`config.mk`:
```
export PLATFORM = sky130hd
export DESIGN_NAME = rsf_exec
export DESIGN_NICKNAME = d
export VERILOG_FILES = /design/src/rsf_pkg.sv /design/src/rsf_exec.sv
export SDC_FILE = /design/constraint.sdc
export NUM_CORES = 1
export LEC_CHECK = 0
export BUFFER_PORTS_ARGS = -buffer_cell sky130_fd_sc_hd__buf_4
export CORE_MARGIN = 2
export CORE_UTILIZATION = 54
export CTS_CLUSTER_SIZE = 24
export DETAILED_ROUTE_END_ITERATION = 12
export HOLD_SLACK_MARGIN = 0.06
export PLACE_DENSITY = 0.87
export SYNTH_ARGS = -nofsm -noshare
export SYNTH_HDL_FRONTEND = slang
export SYNTH_SLANG_ARGS = --single-unit
```
`constraint.sdc`:
```
create_clock -name i_ref_clk -period 3.05 [get_ports i_ref_clk]
set_input_delay 0.61 -clock i_ref_clk [delete_from_list [all_inputs] [get_ports i_ref_clk]]
set_output_delay 0.61 -clock i_ref_clk [all_outputs]
set_load 0.01 [all_outputs]
```
`src/rsf_pkg.sv`:
```
// Shared constants for the rotate-right and set-file execution block
package rsf_pkg;
  // Opcode layout
  localparam logic [5:0] ROT_OPC = 6'h10;
  localparam int ROT_OPC_HI = 15;
  localparam int ROT_OPC_LO = 10;
  localparam logic [6:0] SET_OPC = 7'h34;
  localparam int SET_OPC_HI = 15;
  localparam int SET_OPC_LO = 9;
  localparam int DEST_BIT = 9;
  localparam int BANK_BIT = 8;
  localparam int FADDR_HI = 7;
  localparam int FADDR_LO = 0;
  // Widths
  localparam int DATA_W = 8;
  localparam int ADDR_W = 12;
  localparam int BANK_W = 4;
  // Addressing constants and the set-file data value
  localparam logic [7:0] IDX_LIMIT = 8'h5F;
  localparam logic [7:0] ACC_SPLIT = 8'h60;
  localparam logic [3:0] ACC_LO_BANK = 4'h0;
  localparam logic [3:0] ACC_HI_BANK = 4'hF;
  localparam logic [7:0] ALL_ONES = 8'hFF;
  // Reset values
  localparam logic [7:0] DATA_RST = 8'h00;
  localparam logic [11:0] ADDR_RST = 12'h000;
  // Phase sequencer
  typedef enum logic [2:0] {
    RSF_IDLE,
    RSF_Q1,
    RSF_Q2,
    RSF_Q3,
    RSF_Q4
  } rsf_phase_t;
endpackage

```
`src/rsf_exec.sv`:
```
// Function
// - Right-rotate op decoded from pattern 0100 00da plus 8-bit file address.
// - Rotate right one place, bit 0 goes to bit 7, carry untouched.
// - d=0 writes working register; d=1 writes back to file register.
// - a=0 addresses the access bank, bank select register ignored.
// - a=1 forms address from bank select register and file address.
// - a=0, extended set on, address up to 95 uses indexed literal offset.
// - File address is 8 bits, reaching 0 through 255 in the bank.
// - Right-rotate op is one word and one instruction cycle.
// - Set-file op writes FFh to the file register, banked like others.
`timescale 1ns/1ps
`default_nettype none
module rsf_exec (
  input wire logic i_ref_clk,
  input wire logic i_resetn,
  input wire logic i_instr_valid,
  input wire logic [15:0] i_instr,
  input wire logic [3:0] i_bank_select,
  input wire logic i_ext_set_en,
  input wire logic [11:0] i_index_base,
  input wire logic [7:0] i_mem_rdata,
  output logic o_ready,
  output logic o_accept,
  output logic o_mem_rd,
  output logic o_mem_wr,
  output logic [11:0] o_mem_addr,
  output logic [7:0] o_mem_wdata,
  output logic o_wreg_wr,
  output logic [7:0] o_wreg_data,
  output logic o_done
);

  // Operand address for a byte-oriented access
  function automatic logic [11:0] f_addr(input logic bank_bit,
                                         input logic ext_en,
                                         input logic [7:0] fa,
                                         input logic [3:0] bank_select_register,
                                         input logic [11:0] base);
    logic [11:0] a;
    a = {bank_select_register, fa};
    if (!bank_bit) begin
      if (ext_en && fa <= rsf_pkg::IDX_LIMIT)
        a = base + {4'h0, fa};
      else if (fa < rsf_pkg::ACC_SPLIT)
        a = {rsf_pkg::ACC_LO_BANK, fa};
      else
        a = {rsf_pkg::ACC_HI_BANK, fa};
    end
    return a;
  endfunction

  rsf_pkg::rsf_phase_t phase_ff, nxt_phase;
  logic [15:0] instr_ff;
  logic is_set_ff;
  logic [11:0] addr_ff;
  logic [7:0] rdata_ff;
  logic [7:0] result_ff;

  // Opcode recognition
  wire logic is_rot;
  wire logic is_set;
  wire logic take;
  assign is_rot = i_instr[rsf_pkg::ROT_OPC_HI:rsf_pkg::ROT_OPC_LO]
                  == rsf_pkg::ROT_OPC;
  assign is_set = i_instr[rsf_pkg::SET_OPC_HI:rsf_pkg::SET_OPC_LO]
                  == rsf_pkg::SET_OPC;
  assign o_ready = (phase_ff == rsf_pkg::RSF_IDLE);
  // Unknown opcodes are dropped so other units may own them
  assign take = i_instr_valid && o_ready && (is_rot || is_set);
  assign o_accept = take;

  // Destination bit only exists for the rotate; set-file always hits file
  wire logic to_wreg;
  assign to_wreg = !is_set_ff && !instr_ff[rsf_pkg::DEST_BIT];

  wire logic [7:0] faddr;
  assign faddr = instr_ff[rsf_pkg::FADDR_HI:rsf_pkg::FADDR_LO];

  wire logic [11:0] op_addr;
  assign op_addr = f_addr(instr_ff[rsf_pkg::BANK_BIT], i_ext_set_en,
                          faddr, i_bank_select, i_index_base);

  wire logic [7:0] rot_val;
  assign rot_val = {rdata_ff[0], rdata_ff[7:1]};

  always_comb begin
    nxt_phase = phase_ff;
    case (phase_ff)
      rsf_pkg::RSF_IDLE: if (take) nxt_phase = rsf_pkg::RSF_Q1;
      rsf_pkg::RSF_Q1: nxt_phase = rsf_pkg::RSF_Q2;
      rsf_pkg::RSF_Q2: nxt_phase = rsf_pkg::RSF_Q3;
      rsf_pkg::RSF_Q3: nxt_phase = rsf_pkg::RSF_Q4;
      rsf_pkg::RSF_Q4: nxt_phase = rsf_pkg::RSF_IDLE;
      default: nxt_phase = rsf_pkg::RSF_IDLE;
    endcase
  end

  always_ff @(posedge i_ref_clk or negedge i_resetn) begin
    if (!i_resetn)
      phase_ff <= rsf_pkg::RSF_IDLE;
    else
      phase_ff <= nxt_phase;
  end

  // Instruction latch
  always_ff @(posedge i_ref_clk or negedge i_resetn) begin
    if (!i_resetn) begin
      instr_ff <= 16'h0000;
      is_set_ff <= 1'b0;
    end else if (take) begin
      instr_ff <= i_instr;
      is_set_ff <= is_set;
    end
  end

  // Address fixed in Q1 so bank register changes mid-cycle cannot move it
  always_ff @(posedge i_ref_clk or negedge i_resetn) begin
    if (!i_resetn)
      addr_ff <= rsf_pkg::ADDR_RST;
    else if (phase_ff == rsf_pkg::RSF_Q1)
      addr_ff <= op_addr;
  end

  // Read in Q2
  always_ff @(posedge i_ref_clk or negedge i_resetn) begin
    if (!i_resetn)
      rdata_ff <= rsf_pkg::DATA_RST;
    else if (phase_ff == rsf_pkg::RSF_Q2)
      rdata_ff <= i_mem_rdata;
  end

  // Process in Q3
  // all ones result for set-file, rotated byte for the rotate
  always_ff @(posedge i_ref_clk or negedge i_resetn) begin
    if (!i_resetn)
      result_ff <= rsf_pkg::DATA_RST;
    else if (phase_ff == rsf_pkg::RSF_Q3)
      result_ff <= is_set_ff ? rsf_pkg::ALL_ONES : rot_val;
  end

  wire logic in_q4;
  assign in_q4 = (phase_ff == rsf_pkg::RSF_Q4);
  assign o_mem_rd = (phase_ff == rsf_pkg::RSF_Q2);
  assign o_mem_wr = in_q4 && !to_wreg;
  assign o_wreg_wr = in_q4 && to_wreg;
  assign o_done = in_q4;
  assign o_mem_addr = addr_ff;
  assign o_mem_wdata = result_ff;
  assign o_wreg_data = result_ff;
endmodule
`default_nettype wire

```
After elaboration in Yosys (flattened, before gate mapping)
Index checks and enable logic that the tools add are counted.
{ "word_totals": {"reg_bits": 42, "output_inout_bits": 34, "elab_cells": 33} }
{ "op_classes": {"add_sub_neg": 1, "n_lt_le_gt_ge": 2, "eq_ne": 7, "mux": 6, "n_reduce_logical": 11} }
{ "op_table": {"columns": ["operator", "n"], "rows": [
  ["two-way mux 12 bit", 3],
  ["adder 12 x 8 -> 12 bit", 1],
  ["one-hot mux 3 bit (4 select lines)", 1],
  ["less-or-equal comparator 8 x 7 -> 1 bit, second input constant", 1],
  ["less-than comparator 8 x 7 -> 1 bit, second input constant", 1],
  ["two-way mux 8 bit", 1],
  ["== test 7 x 6 -> 1 bit, second input constant", 1],
  ["== test 3 x 2 -> 1 bit, second input constant", 2],
  ["== test 6 x 5 -> 1 bit, second input constant", 1],
  ["logical AND 1 bit", 6],
  ["== test 3 x 1 -> 1 bit, second input constant", 1],
  ["== test 3 bit, second input constant", 1],
  ["zero test 1 bit", 3],
  ["zero test 3 bit", 1],
  ["two-way mux 3 bit", 1],
  ["inequality test 2 x 1 -> 1 bit, second input constant", 1],
  ["logical OR 1 bit", 1]
]} }

Depth between registers and ports, before layout
Gate-level depths: netlist of the first run.
{ "logic_depth": {"ltp_word": 5, "ltp_mapped": 9, "ltp_nobuf": 9} }

Worst setup path before layout of the first run
Ideal clock, no wire load.
{ "synth_path": {"kind": "input to register", "from": "input port i_index_base[0]", "to": "register addr_ff[10] (netlist: o_mem_addr[10])", "arrival_ps": 2212, "required_time_ps": 2968, "setup_slack_ps": 756, "path_stages": 9, "n_path_buf": 0, "cell_sequence": "ha_1 -> inv_1 -> fa_1 -> nand2b_1 -> a21oi_1 -> o21ai_0 -> a21oi_1 -> mux2_1 -> a31oi_1"} }
{ "synth_between": {"elab_chain_len": 3} }
{ "synth_rtl": {"columns": ["element", "line", "text"], "rows": [
  ["start: declaration", "rsf_exec.sv:20", "input wire logic [11:0] i_index_base,"],
  ["adder 12 x 8 -> 12 bit", "rsf_exec.sv:43", "a = base + {4'h0, fa};"],
  ["two-way mux 12 bit", "rsf_exec.sv:42", "if (ext_en && fa <= rsf_pkg::IDX_LIMIT)"],
  ["two-way mux 12 bit", "rsf_exec.sv:41", "if (!bank_bit) begin"],
  ["end signal: assignment", "rsf_exec.sv:119", "addr_ff <= rsf_pkg::ADDR_RST;"],
  ["end signal: assignment", "rsf_exec.sv:121", "addr_ff <= op_addr;"],
  ["end: declaration", "rsf_exec.sv:55", "logic [11:0] addr_ff;"]
]} }
Every way passes these cells.
A chain may end at the register's enable or synchronous reset.

Worst setup path after layout of the first run
{ "layout_path": {"from": "input port i_instr[10]", "to": "output port o_accept"} }
{ "layout_between": {"elab_chain_len": 3, "elab_cells_between_ends": 4, "classes_between": "eq/ne: 2; reduce/logical: 2"} }
{ "layout_rtl": {"columns": ["element", "line", "text"], "rows": [
  ["start: declaration", "rsf_exec.sv:17", "input wire logic [15:0] i_instr,"],
  ["== test 7 x 6 -> 1 bit or == test 6 x 5 -> 1 bit (tied branches)", "rsf_exec.sv:66, rsf_exec.sv:64", null],
  ["logical OR 1 bit (*)", "rsf_exec.sv:69", "assign take = i_instr_valid && o_ready && (is_rot || is_set);"],
  ["logical AND 1 bit (*)", "rsf_exec.sv:69", null],
  ["end: declaration", "rsf_exec.sv:23", "output logic o_accept,"]
]} }
Mark *: on every way between the ends. The rest lies on a longest branch, timed or not.

==> flow_summary.yaml, run 1 <==
worst_setup_path:
  reg2reg_setup_slack_ns: 0.75
  crit_fanout: 12
  worstPathRequired_ns: 2.44
  ff2ff_path_depth: 9
  endpoint_kind: "output port"
  cp_cell_sequence: "buf_4 -> nor4b_1 -> nand3_1 -> or2_4 -> inv_1 -> buf_4"
  crit_type: "primary input to output port"
  path_buf_inv: 3
  max_stage_delay_ns: 0.37
  cpMostUsedCell: "buf_4"
  critPathArrivalTime_ns: 1.75
  crit_path_top_delay_cell: "or2_4"
  r2r-end: "o_mem_addr[10]"
  cp-start-kind: "primary input"
  crit_family: "simple AND/OR/NAND/NOR gates"
  worstReg2RegStart: "instr_ff[0]"
synth:
  synth_seq_cells: 42
  syn_area_um2: 2302
  ys_seq_area_frac: 0.4565
  syn_nets: 283
  synth_cells: 230
  ys_types: 40
  syn_avg_cell_area_um2: 10.01
  synth_warnings: 0
clock_tree:
  postCtsHoldBufs: 0
  htreeDepth: 2
  insertion_delay_ns: 0.30
  cts_resized: 0
  ctsRootBufferMaster: "clkbuf_8"
  path_clk_slew_ns: 0.08
  cts_setup_buffers: 0
  cts.path.max_buffers: 2
  clock-sinks: 42
  numCtsBuffers: 5
  cts_tree: "yes"
pwr:
  peakVddDrop_uv: 490.8
  p_per_area_nw_per_um2: 845.1
  leakage_nw: 1.478
sta:
  rsz0062_at_grt: "no"
  period_minus_slack_ns: 2.358
  tightest_slew_ns: 0.5673
  fmax_mhz: 424.1
  setup_violations: 0
  slew_violations: 0
  clock_skew_ns: 0.004376
  hold_viol_final: 0
  tns_ns: 0
  timing.slew.headroom: 0.6208
  period_share: 0.7731
detailed_routing:
  wl_per_cell_um: 15.00
  first_pass_iters: 4
  num_vias: 1907
  drt_wl_total_um: 5295
  postRouteAntennaNets: 0
  via_per_inst: 5.402
  drtIter0Drc: 120
  drc: 0
global_route:
  grt_pass1_wl_um: 8652
  grt_usage: 0.2273
  antenna_found_initial: 0
  globalRoute.totalOverflow: 0
  grt_start_max_net_pins: 43
  grt_pass1_vias: 1832
layout:
  layout.cells.non_filler: 353
  seqCellArea_um2: 1051
  drive_gt1_frac: 0.3696
  mostFrequentLayoutCell: "buf_4"
  layout_common_cells: "buf_4 (79), dfrtp_1 (42), o21ai_0 (27)"
  fill_cells: 300
  multi_input_area_um2: 1119
  diodes: 0
  area_growth_pct: 29.29
  layout.nets: 355
place:
  dp.cells: 345
  port_buffers: 77
  dp_hpwl_um: 3862
  place_congestion: 0.8227
die:
  coreArea_um2: 4058
  dieArea_um2: 4802
  die_w_um: 69.30
  initial_core_util: 0.5674
  pin_count: 78
  rows: 23
  die_h_um: 69.30
hold_path:
  hp-class: "primary input to asynchronous set/reset pin"
status:
  run_status: "finished clean"
run:
  maxCapViolCount: 0
-- final cells by class --
cell class	instances	share of cell area
Multi-Input combinational cell	163	0.3758
Sequential cell	42	0.3531
Timing Repair Buffer	79	0.1992
Clock buffer	6	0.02438
Tap cell	50	0.02102
Inverter	11	0.01387
Clock inverter	2	0.01261
-- synthesized netlist by cell type --
| master | count | share of area |
|---|---|---|
| dfrtp_1 | 42 | 0.46 |
| o21ai_0 | 27 | 0.059 |
| nand2_1 | 24 | 0.039 |
| nor2_1 | 18 | 0.029 |
| a21oi_1 | 13 | 0.028 |
| inv_1 | 11 | 0.018 |
| mux2_2 | 10 | 0.049 |
| buf_4 | 8 | 0.026 |
| ha_1 | 8 | 0.043 |
| mux2_4 | 8 | 0.052 |
| nand3_1 | 8 | 0.017 |
| nand2b_1 | 5 | 0.014 |
| xnor2_1 | 5 | 0.019 |
| clkbuf_1 | 4 | 0.0065 |
| or3_1 | 4 | 0.011 |
| a31oi_1 | 3 | 0.0082 |
| nor3_1 | 3 | 0.0065 |
| a211oi_1 | 2 | 0.0065 |
| a211oi_2 | 2 | 0.011 |
| mux2i_1 | 2 | 0.0087 |
| nor3_2 | 2 | 0.0087 |
| o211ai_1 | 2 | 0.0065 |
| o22ai_1 | 2 | 0.0054 |
| a211o_1 | 1 | 0.0038 |
| a21boi_0 | 1 | 0.0033 |
| a21o_2 | 1 | 0.0038 |
| a32oi_1 | 1 | 0.0038 |
| and2b_1 | 1 | 0.0033 |
| and3_1 | 1 | 0.0027 |
| buf_2 | 1 | 0.0022 |
| buf_6 | 1 | 0.0049 |
| fa_1 | 1 | 0.0087 |
| mux2_1 | 1 | 0.0049 |
| nor2b_1 | 1 | 0.0027 |
| nor4b_1 | 1 | 0.0038 |
| nor4b_2 | 1 | 0.0065 |
| o211ai_2 | 1 | 0.0054 |
| or2_4 | 1 | 0.0038 |
| or2b_1 | 1 | 0.0033 |
| xor2_1 | 1 | 0.0038 |
-- where the power goes --
group / switching, mW / internal [mW]
Clock: 0.197 / 0.244
Combinational: 0.547 / 0.581
Sequential: 0.166 / 0.781
Total: 0.909 / 1.61
-- state kept, by name, indices dropped and copies added (netlist names) --
| name | cells |
|---|---|
| o_mem_addr | 12 |
| is_set_ff | 1 |
| o_mem_wdata | 8 |
| rdata_ff | 8 |
| phase_ff | 3 |
| instr_ff | 10 |
-- worst max-delay path by stage --
stage	startpoint	to	slack (ns)	depth (start not counted)
2_1_floorplan	i_index_base[0]	o_mem_addr[10]	0.76	9
3_3_place_gp	i_index_base[0]	o_mem_addr[10]	0.56	10
3_5_place_dp	i_index_base[0]	o_mem_addr[10]	0.49	10
4_1_cts	i_instr[10]	o_accept	0.67	6
5_1_grt	i_instr[10]	o_accept	0.56	6
6_report	i_instr[10]	o_accept	0.69	6
-- kinds of logic after synthesis --
logic type                 after synthesis  share of synthesized area
AOI/OAI and AO/OA                       56                     0.1446
buffers and inverters                   25                    0.05761
muxes                                   21                     0.1147
xor gates and xnor gates                 6                    0.02283
and+or+nand+nor                         71                     0.1516
DFF                                     42                     0.4565
adders and majority gates                9                    0.05218
-- worst register-to-register path, delay by kind of cell (launching register included) --
kind | cells | cell delay (ns)
buffers and inverters | 1 | 0.06
AOI/OAI and AO/OA | 4 | 0.65
DFF | 1 | 0.39
muxes | 1 | 0.34
and+or+nand+nor | 1 | 0.19
adders and majority gates | 2 | 0.59
-- metrics by stage --
stage / setup WS, ns / hold WS, ns / cell area (um2) / utilization / total power [mW]
global route: 0.5602 / 0.3151 / 2977 / 0.7336 / 2.684
detailed placement: 0.4927 / 0.4785 / 2867 / 0.7064 / 2.081
CTS: 0.6749 / 0.3063 / 2977 / 0.7336 / 2.530
finish: 0.6920 / 0.2879 / 2977 / 0.7336 / 2.516
floorplan: 0.7562 / 0.3144 / 2302 / - / 1.640
global placement: 0.5626 / 0.4663 / 2867 / 0.7064 / 2.032
-- per-layer routing --
| metal | track usage | vias up | part of all wire |
|---|---|---|---|
| li1 | - | 939 | - |
| met1 | 0.2912 | 873 | 0.42 |
| met2 | 0.3761 | 83 | 0.49 |
| met3 | 0.04506 | 12 | 0.068 |
| met4 | 0.09368 | 0 | 0.019 |
| met5 | 0 | - | 0 |
Note: power is estimated with default switching activity, not from simulation.
==> run 2: changes to the inputs <==
--- a/config.mk
+++ b/config.mk
@@ -5,13 +5,14 @@
 export SDC_FILE = /design/constraint.sdc
 export NUM_CORES = 1
 export LEC_CHECK = 0
+export ABC_AREA = 1
 export BUFFER_PORTS_ARGS = -buffer_cell sky130_fd_sc_hd__buf_4
 export CORE_MARGIN = 2
-export CORE_UTILIZATION = 54
+export CORE_UTILIZATION = 46
 export CTS_CLUSTER_SIZE = 24
 export DETAILED_ROUTE_END_ITERATION = 12
 export HOLD_SLACK_MARGIN = 0.06
-export PLACE_DENSITY = 0.87
+export PLACE_DENSITY = 0.78
 export SYNTH_ARGS = -nofsm -noshare
 export SYNTH_HDL_FRONTEND = slang
 export SYNTH_SLANG_ARGS = --single-unit
==> constraint.sdc (replaced) <==
create_clock -name i_ref_clk -period 2.1 [get_ports i_ref_clk]
set_input_delay 0.42 -clock i_ref_clk [delete_from_list [all_inputs] [get_ports i_ref_clk]]
set_output_delay 0.42 -clock i_ref_clk [all_outputs]
set_load 0.01 [all_outputs]
==> flow_summary.yaml, run 2 <==
synth:
  syn_area_um2: 2464
  netlist_top_cells_count: "nand2_1 (105), dfrtp_1 (42), nor2_1 (38)"
  ys_seq_area_frac: 0.4266
  yosysMostFrequentCell: "nand2_1"
  syn_nets: 378
  synth_flop_cell: "dfrtp_1"
  synth_warnings: 0
  async_flop_share: 1.000
  synth-edff-count: 0
  synthTopCellsByArea: "dfrtp_1 (43%), nand2_1 (16%), nor2_1 (5.8%)"
  yosysTopAreaCell: "dfrtp_1"
  syn_avg_cell_area_um2: 7.580
  ys_types: 34
  synth_seq_cells: 42
  synth.top_cell.area_share: 0.4266
  synth_cells: 325
clock_tree:
  cts.path.max_buffers: 2
  cts_tree: "yes"
  ctsRootBufferMaster: "clkbuf_8"
  path_clk_slew_ns: 0.08
  htreeDepth: 2
  clock-sinks: 42
  insertion_delay_ns: 0.30
  numCtsBuffers: 5
worst_setup_path:
  cp-start-kind: "flop"
  critPathCapture: "o_accept"
  crit_type: "flop to output port"
  worstReg2RegStart: "instr_ff[0]"
  reg2reg_setup_slack_ns: 0.26
  ff2ff_path_depth: 13
  r2r-end: "o_mem_addr[8]"
  crit_path_start: "phase_ff[2]"
  crit_fanout: 14
  critPathArrivalTime_ns: 1.58
  endpoint_kind: "output port"
  worstPathRequired_ns: 1.68
detailed_routing:
  postRouteAntennaNets: 0
  wl_per_cell_um: 12.21
  dr_wl_met3_um: 406
  drt_wl_total_um: 5750
  top_layer_used: "met4"
  wl_met2_um: 2564
  drtIter0Drc: 176
  first_pass_iters: 4
  via_per_inst: 4.987
  num_vias: 2349
  drc: 0
  drt-met1-wl_um: 2671
sta:
  fmax_mhz: 499.7
  period_minus_slack_ns: 2.001
  period_share: 0.9529
  tns_ns: 0
  tightest_slew_ns: 0.5853
  rsz0062_at_grt: "no"
  hold_viol_final: 0
  slew_violations: 0
  clock_skew_ns: 0.005218
  setup_violations: 0
  timing.slew.headroom: 0.6085
hold_path:
  hp-class: "primary input to asynchronous set/reset pin"
die:
  coreArea_um2: 5140
  dieArea_um2: 5957
  die_h_um: 77.18
  pin_count: 78
  rows: 26
  die_w_um: 77.18
  initial_core_util: 0.4793
place:
  dp.cells: 463
  port_buffers: 77
  dp_hpwl_um: 4414
  place_congestion: 0.8868
layout:
  mostFrequentLayoutCell: "nand2_1"
  layout_common_cells: "nand2_1 (105), buf_4 (80), dfrtp_1 (41)"
  layout.cells.non_filler: 471
  largest_register_ffs: 12
  drive_gt1_frac: 0.2743
  diodes: 0
  layout.nets: 453
  area_growth_pct: 28.19
pwr:
  leakage_nw: 1.693
  peakVddDrop_uv: 589.7
  power_mw: 3.872
  p_per_area_nw_per_um2: 1226
run:
  maxCapViolCount: 0
status:
  run_status: "finished clean"
global_route:
  grt_pass1_vias: 2064
  antenna_found_initial: 0
  globalRoute.totalOverflow: 0
  grt_pass1_wl_um: 9535
  grt_usage: 0.2008
  grt_start_max_net_pins: 43
run 2: cell count changes after synthesis, moves of 8 or more:
| cell | delta |
|---|---|
| inv_1 | +19 |
| o21ai_0 | -16 |
| a21oi_1 | +9 |
| mux2_2 | -10 |
| nand2_1 | +81 |
| nor2_1 | +20 |
| nand3_1 | +10 |
| mux2_4 | -8 |
run 2: area by class of cell:
| class | instances | area (um2) |
|---|---|---|
| well taps | 70 | 87.58 |
| inverters | 35 | 143.9 |
| clock inverters | 1 | 8.758 |
| clock buffers | 7 | 86.33 |
| fillers | 479 | 1982 |
| flip-flops and latches | 42 | 1052 |
| multi-input cells | 236 | 1179 |
| repair buffers | 80 | 600.6 |
run 2: kinds of logic (layout without fill, tap and decap cells):
group / after synthesis / in the layout / synth area share
buffers and inverters: 47 / 123 / 0.09497
XOR/XNOR: 2 / 2 / 0.007112
AND/OR/NAND/NOR: 180 / 180 / 0.3169
flip-flops: 42 / 42 / 0.4266
adder cells (fa/ha/maj): 9 / 9 / 0.04876
AO/OA/AOI/OAI: 45 / 45 / 0.1056
run 2: worst max-delay path: stages, from the launching register on:
cell	delay, ns
dfrtp_2	0.46
nor2_2	0.12
inv_2	0.07
nor2_4	0.09
nand2_2	0.08
nor2_4	0.10
nand2_4	0.12
clkinv_8	0.12
buf_4	0.13
run 2: metrics by stage:
stage | hold WS [ns] | instance area [um2] | utilization | worst slack [ns]
6_report | 0.08743 | 3158 | 0.6144 | 0.09882
5_1_grt | 0.1276 | 3158 | 0.6144 | 0.009120
2_1_floorplan | 0.1244 | 2464 | - | 0.3735
4_1_cts | 0.1092 | 3149 | 0.6127 | 0.01111
3_5_place_dp | 0.4340 | 3052 | 0.5937 | 0.1393
3_3_place_gp | 0.4325 | 3052 | 0.5937 | 0.1920
run 2: worst min path at each step:
stage | cells after the start | slack, ns | from | end
after global routing | 1 | 0.13 | i_resetn | o_mem_addr[4]
final | 1 | 0.09 | i_resetn | o_mem_addr[7]
after floorplan | 0 | 0.12 | i_resetn | instr_ff[0]
after detailed placement | 1 | 0.43 | i_resetn | o_mem_addr[7]
after CTS | 1 | 0.11 | i_resetn | o_mem_addr[4]
after global placement | 1 | 0.43 | i_resetn | o_mem_addr[7]
run 2: per-layer routing:
layer / GRT usage / vias up
met5: 0 / -
met4: 0.06429 / 0
met3: 0.04706 / 11
met2: 0.2974 / 89
met1: 0.2907 / 1073
li1: - / 1176
run 2: timing repair:
action,4_1_cts,5_1_grt
hold buffers,0,0
endpoints found under the setup margin,1,2
resized for setup,1,3
cloned,0,0
setup buffers,0,0
pin swaps,0,0
run 2: report_power, final:
part / internal (mW) / total (mW) / switching [mW]
Sequential: 1.15 / 1.42 / 0.268
Clock: 0.272 / 0.556 / 0.285
Combinational: 0.862 / 1.89 / 1.03
Total: 2.29 / 3.87 / 1.58
==> run 3: changes to the inputs <==
--- a/config.mk
+++ b/config.mk
@@ -12,7 +12,8 @@
 export CTS_CLUSTER_SIZE = 24
 export DETAILED_ROUTE_END_ITERATION = 12
 export HOLD_SLACK_MARGIN = 0.06
-export PLACE_DENSITY = 0.78
+export PLACE_DENSITY_LB_ADDON = 0.2
+export SLEW_MARGIN = 0
 export SYNTH_ARGS = -nofsm -noshare
 export SYNTH_HDL_FRONTEND = slang
 export SYNTH_SLANG_ARGS = --single-unit
==> flow_summary.yaml, run 3 (synthesized netlist as in run 2, its figures left out) <==
status:
  run_status: "finished clean"
layout:
  layout.cells.non_filler: 471
  drive_gt1_frac: 0.2743
  area_growth_pct: 27.43
  fin_area_um2: 3139
  seqCellArea_um2: 1051
  mostFrequentLayoutCell: "nand2_1"
  layout_common_cells: "nand2_1 (105), buf_4 (80), dfrtp_1 (42)"
  diodes: 0
  fill_cells: 512
  multi_input_area_um2: 1179
  largest_register_ffs: 12
  layout.nets: 453
sta:
  period_share: 0.9199
  period_minus_slack_ns: 1.932
  tns_ns: 0
  hold_viol_final: 0
  timing.slew.headroom: 0.5963
  rsz0062_at_grt: "no"
  tightest_slew_ns: 0.6036
  setup_violations: 0
  fmax_mhz: 517.7
  clock_skew_ns: 0.005832
  slew_violations: 0
clock_tree:
  cts_setup_buffers: 0
  ctsRootBufferMaster: "clkbuf_8"
  clock-sinks: 42
  path_clk_slew_ns: 0.08
  numCtsBuffers: 5
  cts_tree: "yes"
  insertion_delay_ns: 0.29
  htreeDepth: 2
  postCtsHoldBufs: 0
  cts_resized: 0
  cts.path.max_buffers: 2
worst_setup_path:
  crit_type: "flop to output port"
  endpoint_kind: "output port"
  crit_fanout: 10
  critPathArrivalTime_ns: 1.51
  cp-start-kind: "flop"
  worstPathRequired_ns: 1.68
pwr:
  power_mw: 3.803
  peakVddDrop_uv: 689.3
  p_per_area_nw_per_um2: 1211
  leakage_nw: 1.693
global_route:
  antenna_found_initial: 0
  grt_start_max_net_pins: 43
  gr-usage-met2: 0.3183
  globalRoute.totalOverflow: 0
  use_met1: 0.2711
  grt_usage: 0.1976
  grt_pass1_wl_um: 9591
  grt_pass1_vias: 2174
  grt_use_met3: 0.04471
  top_usage_layer: "met2"
detailed_routing:
  drc: 0
  drtIter0Drc: 132
  wl_per_cell_um: 11.79
  postRouteAntennaNets: 0
  drt_wl_total_um: 5554
  num_vias: 2265
  via_per_inst: 4.809
  first_pass_iters: 4
hold_path:
  hp-class: "primary input to asynchronous set/reset pin"
die:
  dieArea_um2: 5957
  die_w_um: 77.18
  rows: 26
  initial_core_util: 0.4793
  die_h_um: 77.18
  coreArea_um2: 5140
  pin_count: 78
place:
  place_congestion: 0.9463
  dp.cells: 463
  place_area_um2: 3052
  port_buffers: 77
  dp_hpwl_um: 4277
run:
  maxCapViolCount: 0
run 3: cell count changes in the layout (fill, tap and decap cells not counted), sizes merged:
cell    before  now
clkinv       1    2
clkbuf       7    5
inv         35   36
run 3: power by group:
group	switching (mW)	internal, mW
Clock	0.278	0.234
Sequential	0.259	1.15
Combinational	1.02	0.860
run 3: worst max-delay path, stage by stage (launching register included):
cell and delay, ns:
dfrtp_1 0.47, nor2_2 0.12, inv_2 0.07, nor2_4 0.10, nand2_2 0.08, nor2_4 0.10
nand2_4 0.10, inv_4 0.07, buf_4 0.11
run 3: area by class of cell:
cell class                 instances  area share
multi-input combinational        236      0.3754
clock buffer                       5     0.02192
timing repair buffer              80      0.1913
sequential                        42      0.3348
clock inverter                     3    0.005978
inverter                          35     0.04265
tap                               70     0.02790
run 3: worst paths after layout:
kind / start / endpoint / slack [ns] / cells after the start
setup / recovery: phase_ff[2] / o_accept / 0.17 / 8
min in group i_ref_clk: i_mem_rdata[2] / rdata_ff[2] / 0.32 / 3
max in group asynchronous: i_resetn / o_mem_wdata[0] / 1.64 / 1
hold / removal: i_resetn / o_mem_addr[9] / 0.1 / 1
hold reg to reg: rdata_ff[4] / rdata_ff[4] / 0.47 / 2
setup reg to reg: instr_ff[0] / o_mem_addr[8] / 0.25 / 13
run 3: through the flow:
stage	worst slack, ns	hold WS, ns	util
2_1_floorplan	0.3735	0.1244	-
3_3_place_gp	0.1790	0.4303	0.5937
3_5_place_dp	0.1540	0.4357	0.5937
4_1_cts	0.1461	0.1182	0.6108
5_1_grt	0.007254	0.1347	0.6108
6_report	0.1683	0.09796	0.6108
run 3: routing by layer:
| layer | share of wire | wire length, um |
|---|---|---|
| met4 | 0.0077 | 43 |
| met5 | 0 | 0 |
| met3 | 0.065 | 359 |
| met1 | 0.47 | 2624 |
| met2 | 0.45 | 2527 |
